**config.mk**
```make
export PLATFORM = sky130hd
export DESIGN_NAME = thm_holding_regs
export DESIGN_NICKNAME = d
export VERILOG_FILES = /design/src/thm_pkg.sv /design/src/thm_holding_regs.sv
export SDC_FILE = /design/constraint.sdc
export NUM_CORES = 2
export LEC_CHECK = 0
export BUFFER_PORTS_ARGS = -buffer_cell sky130_fd_sc_hd__clkbuf_2
export CELL_PAD_IN_SITES_DETAIL_PLACEMENT = 1
export CELL_PAD_IN_SITES_GLOBAL_PLACEMENT = 1
export CORE_UTILIZATION = 50
export DETAILED_ROUTE_END_ITERATION = 6
export PLACE_DENSITY_LB_ADDON = 0.15
export SYNTH_ARGS = -nofsm -noshare
export SYNTH_HDL_FRONTEND = slang
export SYNTH_SLANG_ARGS = --single-unit
```
**constraint.sdc**
```tcl
create_clock -name clk_in -period 4.6 [get_ports clk_in]
set_clock_uncertainty 0.15 [all_clocks]
set_input_delay 0.92 -clock clk_in [delete_from_list [all_inputs] [get_ports clk_in]]
set_output_delay 0.92 -clock clk_in [all_outputs]
set_load 0.01 [all_outputs]
```
**src/thm_pkg.sv**
```systemverilog
// constants and types for the thermostat holding-register bank
// ---------------------------------------------------------------------------
// Functional notes
// - function 03 returns a run of holding registers from the start address.
// - function 06 overwrites exactly one holding register with a 16-bit value.
// - function 16 writes consecutive registers; multi-register values need it.
// - function 23 writes then reads registers within one transaction.
// - run control at 40001: 0 standby, 1 unit started.
// - actuation source at 40002: 0 controller, 1 link value, 2 external programmer.
// - control location at 40011: 0 internal bath, 1 external platinum sensor.
// - inner proportional band float at 12-13, range 0.1 to 99.9 K.
// - inner reset time at 14, range 3 to 9999 s.
// - inner derivative time at 15, range 0 to 999 s.
// - cascade band, reset and derivative times at 40018, 40020, 40021 with limits.
// - subordinate proportional share float at 40022, range 0.1 to 99.9 K.
// - cascade speed factor float at 23-24, range 0.0 to 5.0.
// - exception 01 for unsupported function or write outside remote mode.
// - exception 02 for bad address or access splitting a multi-register value.
// - exception 03 and no change when a written value is out of range.
// - floats are IEEE754 words split over two consecutive registers.
// ---------------------------------------------------------------------------
package thm_pkg;

  localparam int NREG = 25;
  typedef logic [NREG-1:0][15:0] thm_bank_t;

  // function and exception codes
  localparam logic [7:0] FC_RD_HOLD   = 8'h03;
  localparam logic [7:0] FC_RD_INPUT  = 8'h04;
  localparam logic [7:0] FC_WR_SINGLE = 8'h06;
  localparam logic [7:0] FC_WR_MULTI  = 8'h10;
  localparam logic [7:0] FC_RD_WR     = 8'h17;
  localparam logic [7:0] EXC_NONE     = 8'h00;
  localparam logic [7:0] EXC_FUNC     = 8'h01;
  localparam logic [7:0] EXC_ADDR     = 8'h02;
  localparam logic [7:0] EXC_VALUE    = 8'h03;

  // protocol addresses (register index)
  localparam int OFS_RUN      = 0;
  localparam int OFS_ACT_SRC  = 1;
  localparam int OFS_SETPOINT = 2;
  localparam int OFS_LINK_ACT = 4;
  localparam int OFS_ACT_TEMP = 5;
  localparam int OFS_GAP_LO   = 8;
  localparam int OFS_GAP_HI   = 9;
  localparam int OFS_CTRL_LOC = 10;
  localparam int OFS_IDENT    = 11;
  localparam int OFS_IN_XP    = 12;
  localparam int OFS_IN_TN    = 14;
  localparam int OFS_IN_TV    = 15;
  localparam int OFS_DYNAMICS = 16;
  localparam int OFS_CA_XP    = 17;
  localparam int OFS_CA_TN    = 19;
  localparam int OFS_CA_TV    = 20;
  localparam int OFS_SUB_XP   = 21;
  localparam int OFS_SPEED    = 23;
  localparam int OFS_LAST     = 24;

  // permitted ranges, floats as IEEE754 bit patterns
  localparam logic [31:0] BAND_MIN   = 32'h3dcc_cccd;
  localparam logic [31:0] BAND_MAX   = 32'h42c7_cccd;
  localparam logic [31:0] SPEED_MAX  = 32'h40a0_0000;
  localparam logic [31:0] SP_MIN     = 32'hc248_0000;
  localparam logic [31:0] SP_MAX     = 32'h4348_0000;
  localparam logic [15:0] TN_MIN     = 16'h0003;
  localparam logic [15:0] TN_MAX     = 16'h270f;
  localparam logic [15:0] TV_MAX     = 16'h03e7;
  localparam logic [15:0] LINK_MIN   = 16'hff9c;
  localparam logic [15:0] LINK_MAX   = 16'h0064;
  localparam logic [15:0] SRC_MAX    = 16'h0002;
  localparam logic [15:0] TSRC_MAX   = 16'h0005;
  localparam logic [15:0] TSRC_PROG  = 16'h0014;
  localparam logic [15:0] FLAG_MAX   = 16'h0001;

  // values after reset, index 24 down to 0
  localparam thm_bank_t REG_RESET = {
    16'h0000, 16'h3f80, 16'h0000, 16'h4040, 16'h0000,
    16'h0064, 16'h0000, 16'h4040, 16'h0000, 16'h0000,
    16'h0064, 16'h0000, 16'h4040, 16'h0000, 16'h0000,
    16'h0000, 16'h0000, 16'h0000, 16'h0000, 16'h0000,
    16'h0000, 16'h0000, 16'h41a0, 16'h0000, 16'h0000};

  typedef enum logic [2:0] {
    ST_IDLE  = 3'b000,
    ST_WRITE = 3'b001,
    ST_CHECK = 3'b010,
    ST_READ  = 3'b011,
    ST_RESP  = 3'b100
  } thm_fsm_t;

endpackage : thm_pkg

```
**src/thm_holding_regs.sv**
```systemverilog
// holding-register bank with function-code decode for the thermostat
`timescale 1ns/1ps
module thm_holding_regs (
  // clock and reset
  input  wire logic        clk_in,
  input  wire logic        arst_n_in,
  // remote control mode pin
  input  wire logic        remote_mode_in,
  // request
  input  wire logic        req_valid_in,
  input  wire logic [7:0]  req_func_in,
  input  wire logic [15:0] req_rd_addr_in,
  input  wire logic [7:0]  req_rd_qty_in,
  input  wire logic [15:0] req_wr_addr_in,
  input  wire logic [7:0]  req_wr_qty_in,
  output logic             req_ready_out,
  // write words
  input  wire logic        wr_valid_in,
  input  wire logic [15:0] wr_data_in,
  output logic             wr_ready_out,
  // answer
  output logic             rsp_valid_out,
  output logic [15:0]      rsp_data_out,
  output logic             rsp_last_out,
  output logic [7:0]       rsp_exc_out,
  // settings to the unit
  output logic             unit_run_out,
  output logic [1:0]       actuation_source_out,
  output logic             control_location_out,
  output logic [1:0]       identification_mode_out,
  output logic [31:0]      setpoint_out
);

  typedef struct packed {
    thm_pkg::thm_fsm_t st;
    thm_pkg::thm_bank_t regs;
    thm_pkg::thm_bank_t stage;
    logic [7:0]  func;
    logic [15:0] rd_addr;
    logic [7:0]  rd_qty;
    logic [15:0] ptr;
    logic [7:0]  cnt;
    logic [7:0]  exc;
    logic [1:0]  rem;
    logic        req_ready;
    logic        wr_ready;
    logic        rsp_valid;
    logic [15:0] rsp_data;
    logic        rsp_last;
    logic [7:0]  rsp_exc;
    logic        unit_run;
    logic [1:0]  act_src;
    logic        ctrl_loc;
    logic [1:0]  ident;
  } thm_core_t;

  thm_core_t s_q;
  thm_core_t s_d;

  // ---------------------------------------------------------------------------
  // decode helpers
  // ---------------------------------------------------------------------------
  // signed float compare a <= b; minus zero counts below plus zero
  function automatic logic f_le(input logic [31:0] a, input logic [31:0] b);
    if (a[31] != b[31]) return a[31];
    else if (!a[31]) return a <= b;
    else return a >= b;
  endfunction : f_le

  // first register of a two-register float
  function automatic logic is_lo(input logic [16:0] a);
    return a == 17'(thm_pkg::OFS_SETPOINT) || a == 17'(thm_pkg::OFS_ACT_TEMP + 1)
        || a == 17'(thm_pkg::OFS_IN_XP) || a == 17'(thm_pkg::OFS_CA_XP)
        || a == 17'(thm_pkg::OFS_SUB_XP) || a == 17'(thm_pkg::OFS_SPEED);
  endfunction : is_lo

  function automatic logic is_hi(input logic [16:0] a);
    return a != 17'h0_0000 && is_lo(a - 17'h0_0001);
  endfunction : is_hi

  // whole span mapped and no float cut in half
  function automatic logic span_ok(input logic [15:0] a, input logic [7:0] q);
    logic [16:0] e;
    e = {1'b0, a} + {9'h000, q} - 17'h0_0001;
    return e <= 17'(thm_pkg::OFS_LAST)
        && !(a <= 16'(thm_pkg::OFS_GAP_HI) && e >= 17'(thm_pkg::OFS_GAP_LO))
        && !is_hi({1'b0, a}) && !is_lo(e);
  endfunction : span_ok

  function automatic logic band_ok(input logic [31:0] f);
    return !f[31] && f >= thm_pkg::BAND_MIN && f <= thm_pkg::BAND_MAX;
  endfunction : band_ok

  function automatic logic time_ok(input logic [15:0] tn, input logic [15:0] tv);
    return tn >= thm_pkg::TN_MIN && tn <= thm_pkg::TN_MAX && tv <= thm_pkg::TV_MAX;
  endfunction : time_ok

  function automatic logic [31:0] fl(input thm_pkg::thm_bank_t r, input int i);
    return {r[i], r[i+1]};
  endfunction : fl

  // whole bank within its permitted ranges
  function automatic logic bank_ok(input thm_pkg::thm_bank_t r);
    logic [31:0] sp;
    sp = fl(r, thm_pkg::OFS_SETPOINT);
    return r[thm_pkg::OFS_RUN] <= thm_pkg::FLAG_MAX
        && r[thm_pkg::OFS_ACT_SRC] <= thm_pkg::SRC_MAX
        && f_le(thm_pkg::SP_MIN, sp) && f_le(sp, thm_pkg::SP_MAX)
        && $signed(r[thm_pkg::OFS_LINK_ACT]) >= $signed(thm_pkg::LINK_MIN)
        && $signed(r[thm_pkg::OFS_LINK_ACT]) <= $signed(thm_pkg::LINK_MAX)
        && (r[thm_pkg::OFS_ACT_TEMP] <= thm_pkg::TSRC_MAX
            || r[thm_pkg::OFS_ACT_TEMP] == thm_pkg::TSRC_PROG)
        && r[thm_pkg::OFS_CTRL_LOC] <= thm_pkg::FLAG_MAX
        && r[thm_pkg::OFS_IDENT] <= thm_pkg::SRC_MAX
        && band_ok(fl(r, thm_pkg::OFS_IN_XP))
        && time_ok(r[thm_pkg::OFS_IN_TN], r[thm_pkg::OFS_IN_TV])
        && r[thm_pkg::OFS_DYNAMICS] <= thm_pkg::FLAG_MAX
        && band_ok(fl(r, thm_pkg::OFS_CA_XP))
        && time_ok(r[thm_pkg::OFS_CA_TN], r[thm_pkg::OFS_CA_TV])
        && band_ok(fl(r, thm_pkg::OFS_SUB_XP))
        && !r[thm_pkg::OFS_SPEED][15]
        && fl(r, thm_pkg::OFS_SPEED) <= thm_pkg::SPEED_MAX;
  endfunction : bank_ok

  // ---------------------------------------------------------------------------
  // next state
  // ---------------------------------------------------------------------------
  logic        is_wr;
  logic        is_rd;
  logic [7:0]  wqty;
  logic [31:0] sp_clamp;

  always_comb begin
    is_wr = req_func_in == thm_pkg::FC_WR_SINGLE || req_func_in == thm_pkg::FC_WR_MULTI
         || req_func_in == thm_pkg::FC_RD_WR;
    is_rd = req_func_in == thm_pkg::FC_RD_HOLD || req_func_in == thm_pkg::FC_RD_INPUT
         || req_func_in == thm_pkg::FC_RD_WR;
    wqty  = (req_func_in == thm_pkg::FC_WR_SINGLE) ? 8'h01 : req_wr_qty_in;
    sp_clamp = fl(s_q.regs, thm_pkg::OFS_SETPOINT);
    if (f_le(sp_clamp, thm_pkg::SP_MIN)) sp_clamp = thm_pkg::SP_MIN;
    else if (f_le(thm_pkg::SP_MAX, sp_clamp)) sp_clamp = thm_pkg::SP_MAX;
    s_d = s_q;
    s_d.rem = {s_q.rem[0], remote_mode_in};
    s_d.rsp_valid = 1'b0;
    s_d.rsp_last  = 1'b0;
    unique case (s_q.st)
      thm_pkg::ST_IDLE: begin
        if (req_valid_in) begin
          s_d.func    = req_func_in;
          s_d.rd_addr = req_rd_addr_in;
          s_d.rd_qty  = req_rd_qty_in;
          s_d.stage   = s_q.regs;
          s_d.exc     = thm_pkg::EXC_NONE;
          s_d.ptr     = req_wr_addr_in;
          s_d.cnt     = wqty;
          s_d.st      = thm_pkg::ST_RESP;
          if (!is_wr && !is_rd) s_d.exc = thm_pkg::EXC_FUNC;
          else if (is_wr && !s_q.rem[1]) s_d.exc = thm_pkg::EXC_FUNC;
          else if ((is_wr && wqty == 8'h00) || (is_rd && req_rd_qty_in == 8'h00))
            s_d.exc = thm_pkg::EXC_VALUE;
          else if (is_wr && !span_ok(req_wr_addr_in, wqty))
            s_d.exc = thm_pkg::EXC_ADDR;
          else if (req_func_in == thm_pkg::FC_RD_INPUT && !(req_rd_qty_in == 8'h02
                   && req_rd_addr_in == 16'(thm_pkg::OFS_SETPOINT)))
            s_d.exc = thm_pkg::EXC_ADDR;
          else if (req_func_in != thm_pkg::FC_RD_INPUT && is_rd
                   && !span_ok(req_rd_addr_in, req_rd_qty_in))
            s_d.exc = thm_pkg::EXC_ADDR;
          else if (is_wr) s_d.st = thm_pkg::ST_WRITE;
          else begin
            s_d.st  = thm_pkg::ST_READ;
            s_d.ptr = req_rd_addr_in;
            s_d.cnt = req_rd_qty_in;
          end
        end
      end
      thm_pkg::ST_WRITE: begin
        // words land in the stage only; the bank moves as one at check
        if (wr_valid_in) begin
          s_d.stage[s_q.ptr[4:0]] = wr_data_in;
          s_d.ptr = s_q.ptr + 16'h0001;
          s_d.cnt = s_q.cnt - 8'h01;
          if (s_q.cnt == 8'h01) s_d.st = thm_pkg::ST_CHECK;
        end
      end
      thm_pkg::ST_CHECK: begin
        if (bank_ok(s_q.stage)) begin
          s_d.regs = s_q.stage;
          if (s_q.func == thm_pkg::FC_RD_WR) begin
            s_d.st  = thm_pkg::ST_READ;
            s_d.ptr = s_q.rd_addr;
            s_d.cnt = s_q.rd_qty;
          end else s_d.st = thm_pkg::ST_RESP;
        end else begin
          s_d.exc = thm_pkg::EXC_VALUE;
          s_d.st  = thm_pkg::ST_RESP;
        end
      end
      thm_pkg::ST_READ: begin
        s_d.rsp_valid = 1'b1;
        s_d.rsp_exc   = thm_pkg::EXC_NONE;
        s_d.rsp_last  = s_q.cnt == 8'h01;
        if (s_q.func == thm_pkg::FC_RD_INPUT)
          s_d.rsp_data = s_q.ptr[0] ? sp_clamp[15:0] : sp_clamp[31:16];
        else s_d.rsp_data = s_q.regs[s_q.ptr[4:0]];
        s_d.ptr = s_q.ptr + 16'h0001;
        s_d.cnt = s_q.cnt - 8'h01;
        if (s_q.cnt == 8'h01) s_d.st = thm_pkg::ST_IDLE;
      end
      thm_pkg::ST_RESP: begin
        s_d.rsp_valid = 1'b1;
        s_d.rsp_last  = 1'b1;
        s_d.rsp_data  = 16'h0000;
        s_d.rsp_exc   = s_q.exc;
        s_d.st        = thm_pkg::ST_IDLE;
      end
      default: s_d.st = thm_pkg::ST_IDLE;
    endcase
    s_d.req_ready = s_d.st == thm_pkg::ST_IDLE;
    s_d.wr_ready  = s_d.st == thm_pkg::ST_WRITE;
    s_d.unit_run  = s_d.regs[thm_pkg::OFS_RUN][0];
    s_d.act_src   = s_d.regs[thm_pkg::OFS_ACT_SRC][1:0];
    s_d.ctrl_loc  = s_d.regs[thm_pkg::OFS_CTRL_LOC][0];
    s_d.ident     = s_d.regs[thm_pkg::OFS_IDENT][1:0];
  end

  always_ff @(posedge clk_in or negedge arst_n_in) begin
    if (!arst_n_in) begin
      s_q           <= '0;
      s_q.regs      <= thm_pkg::REG_RESET;
      s_q.stage     <= thm_pkg::REG_RESET;
      s_q.req_ready <= 1'b1;
    end else begin
      s_q <= s_d;
    end
  end

  // ---------------------------------------------------------------------------
  // outputs
  // ---------------------------------------------------------------------------
  assign req_ready_out           = s_q.req_ready;
  assign wr_ready_out            = s_q.wr_ready;
  assign rsp_valid_out           = s_q.rsp_valid;
  assign rsp_data_out            = s_q.rsp_data;
  assign rsp_last_out            = s_q.rsp_last;
  assign rsp_exc_out             = s_q.rsp_exc;
  assign unit_run_out            = s_q.unit_run;
  assign actuation_source_out    = s_q.act_src;
  assign control_location_out    = s_q.ctrl_loc;
  assign identification_mode_out = s_q.ident;
  assign setpoint_out            = {s_q.regs[thm_pkg::OFS_SETPOINT],
                                    s_q.regs[thm_pkg::OFS_SETPOINT + 1]};

  // ---------------------------------------------------------------------------
  // checks
  // ---------------------------------------------------------------------------
  logic acc;
  assign acc = s_q.st == thm_pkg::ST_IDLE && req_valid_in;
endmodule : thm_holding_regs

```
# Yosys cells after proc, flatten, opt, wreduce, memory -nomap -nowiden
# Cells that the tools add are included.
# Widths: inputs -> output; s select.
# classes
addsub	8
mux	54
eq_ne	46
n_lt_le_gt_ge	33
reduce_logical	103
# ops
op	n
$pmux 400 s2	1
$mux 464	1
$bwmux 400	1
$mux 400	1
$mux 24	10
$eq 17x5->1 const B	12
$le 32x31->1 const B	5
$ge 32x30->1 const B	3
$pmux 24 s4	1
$bmux 16 s5	1
$demux 16 s5	1
$eq 17x2->1 const B	4
$eq 17x3->1 const B	4
$eq 17x4->1 const B	4
$mux 16	4
$mux 32	2
$pmux 26 s2	1
$le 16x1->1 const B	3
$logic_and 1x1->1	46
$mux 3	12
$add 16x8->17	2
$ge 17x4->1 const B	2
$le 17x5->1 const B	2
$sub 16x1->17 const B	2
42 further kinds	119
# totals
output_inout_bits	66
regBits	897
wordCells	312
input_bits	77

# Depth between registers and ports, before layout
# depth
depth_word	22
ltp_mapped	19
ltp_nobuf	18

# Least setup slack after synthesis
# OpenSTA, ideal clock, no wires.
# synth_timing
path_kind	input to register
startpoint	input port req_func_in[3]
endpoint	register s_q (netlist bit wr_ready_out)
setup_ns	0.078
path_buffers	1
path_stages	19
setup_slack_ns	-0.251
required_ns	4.372
arrival_ns	4.624
path_cell_list	nor4_1 -> nand4b_1 -> clkbuf_1 -> nand2_1 -> ha_1 -> inv_1 -> ha_1 -> inv_1 -> fa_1 -> nor2b_1 -> o31a_1 -> a21oi_1 -> a2111oi_0 -> nand4_1 -> nor4_1 -> a41o_1 -> nand3_1 -> nand2b_1 -> a21oi_1
# synth_lines
element	line	text
start: declaration	thm_holding_regs.sv:11	input wire logic [7:0] req_func_in,
end: declaration	thm_holding_regs.sv:57	thm_core_t s_q;

# Worst setup path after layout
# layout_timing
startpoint	register s_q[101] (netlist name)
endpoint	register s_q[52] (netlist name)
# layout_between
elab_chain_len	19
# layout_lines
element	line	text
$le 16x1->1	thm_holding_regs.sv:106	return r[thm_pkg::OFS_RUN] <= thm_pkg::FLAG_MAX
$logic_and 1x1->1	thm_holding_regs.sv:107	&& r[thm_pkg::OFS_ACT_SRC] <= thm_pkg::SRC_MAX
$logic_and 1x1->1 (2 in series)	thm_holding_regs.sv:108	&& f_le(thm_pkg::SP_MIN, sp) && f_le(sp, thm_pkg::SP_MAX)
$logic_and 1x1->1	thm_holding_regs.sv:109	&& $signed(r[thm_pkg::OFS_LINK_ACT]) >= $signed(thm_pkg::LINK_MIN)
$logic_and 1x1->1	thm_holding_regs.sv:110	&& $signed(r[thm_pkg::OFS_LINK_ACT]) <= $signed(thm_pkg::LINK_MAX)
$logic_and 1x1->1	thm_holding_regs.sv:111	&& (r[thm_pkg::OFS_ACT_TEMP] <= thm_pkg::TSRC_MAX
$logic_and 1x1->1	thm_holding_regs.sv:113	&& r[thm_pkg::OFS_CTRL_LOC] <= thm_pkg::FLAG_MAX
$logic_and 1x1->1	thm_holding_regs.sv:114	&& r[thm_pkg::OFS_IDENT] <= thm_pkg::SRC_MAX
[2 not listed]	-	
$logic_and 1x1->1	thm_holding_regs.sv:117	&& r[thm_pkg::OFS_DYNAMICS] <= thm_pkg::FLAG_MAX
$logic_and 1x1->1	thm_holding_regs.sv:118	&& band_ok(fl(r, thm_pkg::OFS_CA_XP))
$logic_and 1x1->1	thm_holding_regs.sv:119	&& time_ok(r[thm_pkg::OFS_CA_TN], r[thm_pkg::OFS_CA_TV])
$logic_and 1x1->1	thm_holding_regs.sv:120	&& band_ok(fl(r, thm_pkg::OFS_SUB_XP))
$logic_and 1x1->1	thm_holding_regs.sv:121	&& !r[thm_pkg::OFS_SPEED][15]
$logic_and 1x1->1	thm_holding_regs.sv:122	&& fl(r, thm_pkg::OFS_SPEED) <= thm_pkg::SPEED_MAX;
$ne 2x2->1 (no line)	-	
$reduce_and 5->1 (no line)	-	
# Every way passes these cells.
# A chain may end at the register's enable or synchronous reset.

==> summary.md <==
| Metric | Value |
|---|---|
| Post-DP Area | `0.0463 mm^2` |
| First-pass GRT wire length | `248 mm` |
| Fraction of layout cells with a size suffix above 1 | `0.230` |
| Pre-CTS setup slack | `-0.340 ns` |
| Final WS setup | `0.226 ns` |
| Row count | `107` |
| Combinational power share | `0.124` |
| Antenna cells | `0` |
| Cell Int Power | `12900 uW` |
| Root Buffer | `clkbuf_16` |
| Period utilisation layout | `0.951` |
| P_sw | `5000 uW` |
| Critical Path RT | `4.98 ns` |
| Hold WC Path Type | `in2async` |
| Sequential share of power | `0.435` |
| DRC violation count after routing | `0` |
| Leak | `0.0219 uW` |
| Run status | `completed` |
| Setup TNS | `0 ns` |
| Max_slew headroom | `0.153` |
| Post-Syn Area per Cell | `10.4 um^2` |
| Design Area, Final | `0.0495 mm^2` |
| Pins Over Slew Limit | `0` |
| Gp weighted congestion | `0.935` |
| Maximum clock path buffer count | `3` |
| Postcts setup bufs | `0` |
| P&R area growth vs syn | `13.8%` |
| Commonest non-fill, non-tap cell in the layout | `dfrtp_1` |
| Die height | `297 um` |
| Global Route Usage Sum | `0.371` |
| Max FO, Critical Path | `8` |
| WL final | `164 mm` |
| CORE AREA | `0.0857 mm^2` |
| Worst Max-Slew Pin Slew | `1.27 ns` |
| Highest-count cells in the layout ignoring fill and taps | `dfrtp_1 (815), nand2_1 (525), o21ai_0 (515)` |
| Final hold vios | `0` |
| Main flop type after synthesis | `dfrtp_1` |
| Tmin final | `4.37 ns` |
| Synth unique cells | `84` |
| RSZ-0062 raised after global routing | `false` |
| Fmax | `229 MHz` |
| Starting Density | `0.507` |
| Clk sinks | `864` |
| Post_cts resized | `0` |
| Post-Synthesis Cells | `4190` |
| Number of global-route vias before repair | `37621` |
| Post-route ant nets | `0` |
| Hold buffers post-CTS | `0` |
| Clk pin slew, worst setup/hold paths | `0.06 ns` |
| Maxcap violations | `0` |
| Startpoint Class | `flop` |
| CP endpoint kind | `flop` |
| Mapped cell area | `0.0435 mm^2` |
| Ys Warns | `0` |
| Arrival time worst endpoint | `4.76 ns` |
| Drt pass-1 iters | `6` |
| Gr ovfl total | `0` |
| # setup viols final | `0` |
| Via count | `36337` |
| Skew-Pair Late Insertion Delay | `0.69 ns` |
| Synthesized flop and latch total | `864` |
| Pwr/cell area | `363 mW/mm^2` |
| Port Buffers | `142` |
| Post-DR vias/cell | `6.61` |
| Setup crit start | `s_q[101]$_DFFE_PN0P_` |
| # IOs | `143` |
| Largest net degree at the start of global routing | `103` |
| Initial antenna violation count | `5` |
| Async SR Flop Fraction | `1.00` |
| CTS H-tree depth | `3` |
| R2R Path Start | `s_q[101]$_DFFE_PN0P_` |
| Max rail drop VDD | `282 uV` |
| TritonCTS clock tree | `done` |
| Post-synth EDFFs | `0` |
| Detailed Place HPWL | `111 mm` |
| Total CTS buffers | `94` |
| Syn_nets | `4340` |
| WL/cell | `29.8 um` |
| Initial drt markers | `3560` |
| Layout net count | `4424` |
| Register area share after synthesis | `0.499` |
| Layout Utilization | `0.577` |
| Die ar. | `0.0881 mm^2` |
| Die span in x | `297 um` |
| Clk pwr share | `0.441` |
| Crit path kind | `reg2reg` |
| Net Sw Frac | `0.279` |
path summary, 6_finish.rpt:
kind	end	slack, ns	depth (start not counted)
min in group clk_in	s_d[35]$_DFF_PN0_	0.20	1
worst max register to register	s_q[52]$_DFFE_PN0P_	0.23	11
max in group asynchronous	setpoint_out[18]$_DFFE_PN0P_	2.99	2
worst max-delay path	s_q[52]$_DFFE_PN0P_	0.23	11
worst min register to register	s_q[35]$_DFF_PN0_	0.21	0
worst min-delay path	s_q[241]$_DFFE_PN0P_	0.19	1
Yosys cell counts, types with 6 or more instances:
| master | count | area share |
|---|---|---|
| a211oi_1 | 25 | 0.0043 |
| a31oi_1 | 14 | 0.0020 |
| nor3b_1 | 7 | 0.0012 |
| o31ai_1 | 14 | 0.0024 |
| a21o_1 | 9 | 0.0016 |
| o211ai_1 | 16 | 0.0028 |
| ha_1 | 71 | 0.020 |
| o22a_1 | 16 | 0.0032 |
| xnor2_1 | 11 | 0.0022 |
| o21a_1 | 12 | 0.0021 |
| inv_1 | 121 | 0.010 |
| dfstp_2 | 47 | 0.028 |
| a22o_1 | 14 | 0.0028 |
| buf_4 | 60 | 0.010 |
| and3_1 | 23 | 0.0033 |
| nand3_1 | 29 | 0.0033 |
| o21ai_0 | 540 | 0.062 |
| nor3_1 | 43 | 0.0050 |
| mux2_2 | 278 | 0.072 |
| nor4_1 | 77 | 0.011 |
| nand4_1 | 42 | 0.0060 |
| nor2b_1 | 136 | 0.020 |
| buf_1 | 15 | 0.0013 |
| nor2_1 | 125 | 0.011 |
| a21oi_1 | 81 | 0.0093 |
| o22ai_1 | 24 | 0.0035 |
| a2111oi_0 | 6 | 0.0012 |
| nand2_1 | 527 | 0.046 |
| nand2b_1 | 17 | 0.0024 |
| mux4_2 | 88 | 0.046 |
| buf_2 | 36 | 0.0041 |
| o2111ai_1 | 6 | 0.0012 |
| dfrtp_1 | 817 | 0.47 |
| clkbuf_1 | 271 | 0.023 |
| or3_1 | 7 | 0.0010 |
| a22oi_1 | 404 | 0.070 |
| and2_1 | 16 | 0.0023 |
| and4_1 | 7 | 0.0014 |
| mux2i_1 | 33 | 0.0076 |
| or4_1 | 7 | 0.0012 |
layer usage:
metal | global-route usage | vias up | wire [um]
li1 | - | 15424 | -
met4 | 0.160 | 2 | 7940
met2 | 0.569 | 1504 | 74600
met3 | 0.0734 | 371 | 13000
met1 | 0.515 | 19036 | 68200
met5 | 0 | - | 14
critical path, cell delays in order, from the launching register on:
cell and delay, ns:
dfrtp_1 0.38, nor4_1 0.36, nand4_1 0.31, or4_1 0.63, or4b_1 0.56, a2111oi_2 0.28, o2111a_2 0.33, a21boi_1 0.11
or3_1 0.52, buf_4 0.23, mux2i_1 0.22, o211ai_1 0.14
cell families after synthesis:
| logic type | synth area share |
|---|---|
| fa+ha+maj | 0.0216 |
| compound gates | 0.182 |
| xor+xnor | 0.00242 |
| simple gates | 0.120 |
| buf+inv | 0.0497 |
| mux | 0.125 |
| flops | 0.499 |
flip-flops by register name, indices dropped and copies added (netlist names):
signal	flops
rsp_last_out	1
setpoint_out	32
req_ready_out	1
s_d	1
rsp_exc_out	3
rsp_data_out	16
rsp_valid_out	1
s_q	808
wr_ready_out	1
per-stage QoR:
step | hold WS, ns | total power (uW) | instances
after global routing | 0.193 | 18400 | 5497
after CTS | 0.178 | 18000 | 5497
after global placement | 0.193 | 10100 | 5322
after floorplan | 0.181 | 9060 | 4190
final | 0.193 | 18000 | 5497
after detailed placement | 0.197 | 10100 | 5322
final cells by class:
| cell class | count | area (um^2) |
|---|---|---|
| Clock inverter | 32 | 410 |
| Timing Repair Buffer | 370 | 2870 |
| Multi-Input combinational cell | 2823 | 19800 |
| Clock buffer | 143 | 2790 |
| Sequential cell | 864 | 21700 |
| Fill cell | 9172 | 36200 |
| Tap cell | 1144 | 1430 |
| Inverter | 121 | 454 |
power groups by stage:
| stage | clock network (uW) | registers [uW] | logic (uW) |
|---|---|---|---|
| after floorplan | 0 | 7840 | 1220 |
| after global placement | 0 | 7930 | 2140 |
| after detailed placement | 0 | 7930 | 2170 |
| after CTS | 7980 | 7800 | 2190 |
| after global routing | 8230 | 7810 | 2370 |
| final | 7920 | 7800 | 2230 |
(Power assumes the default switching activity.)
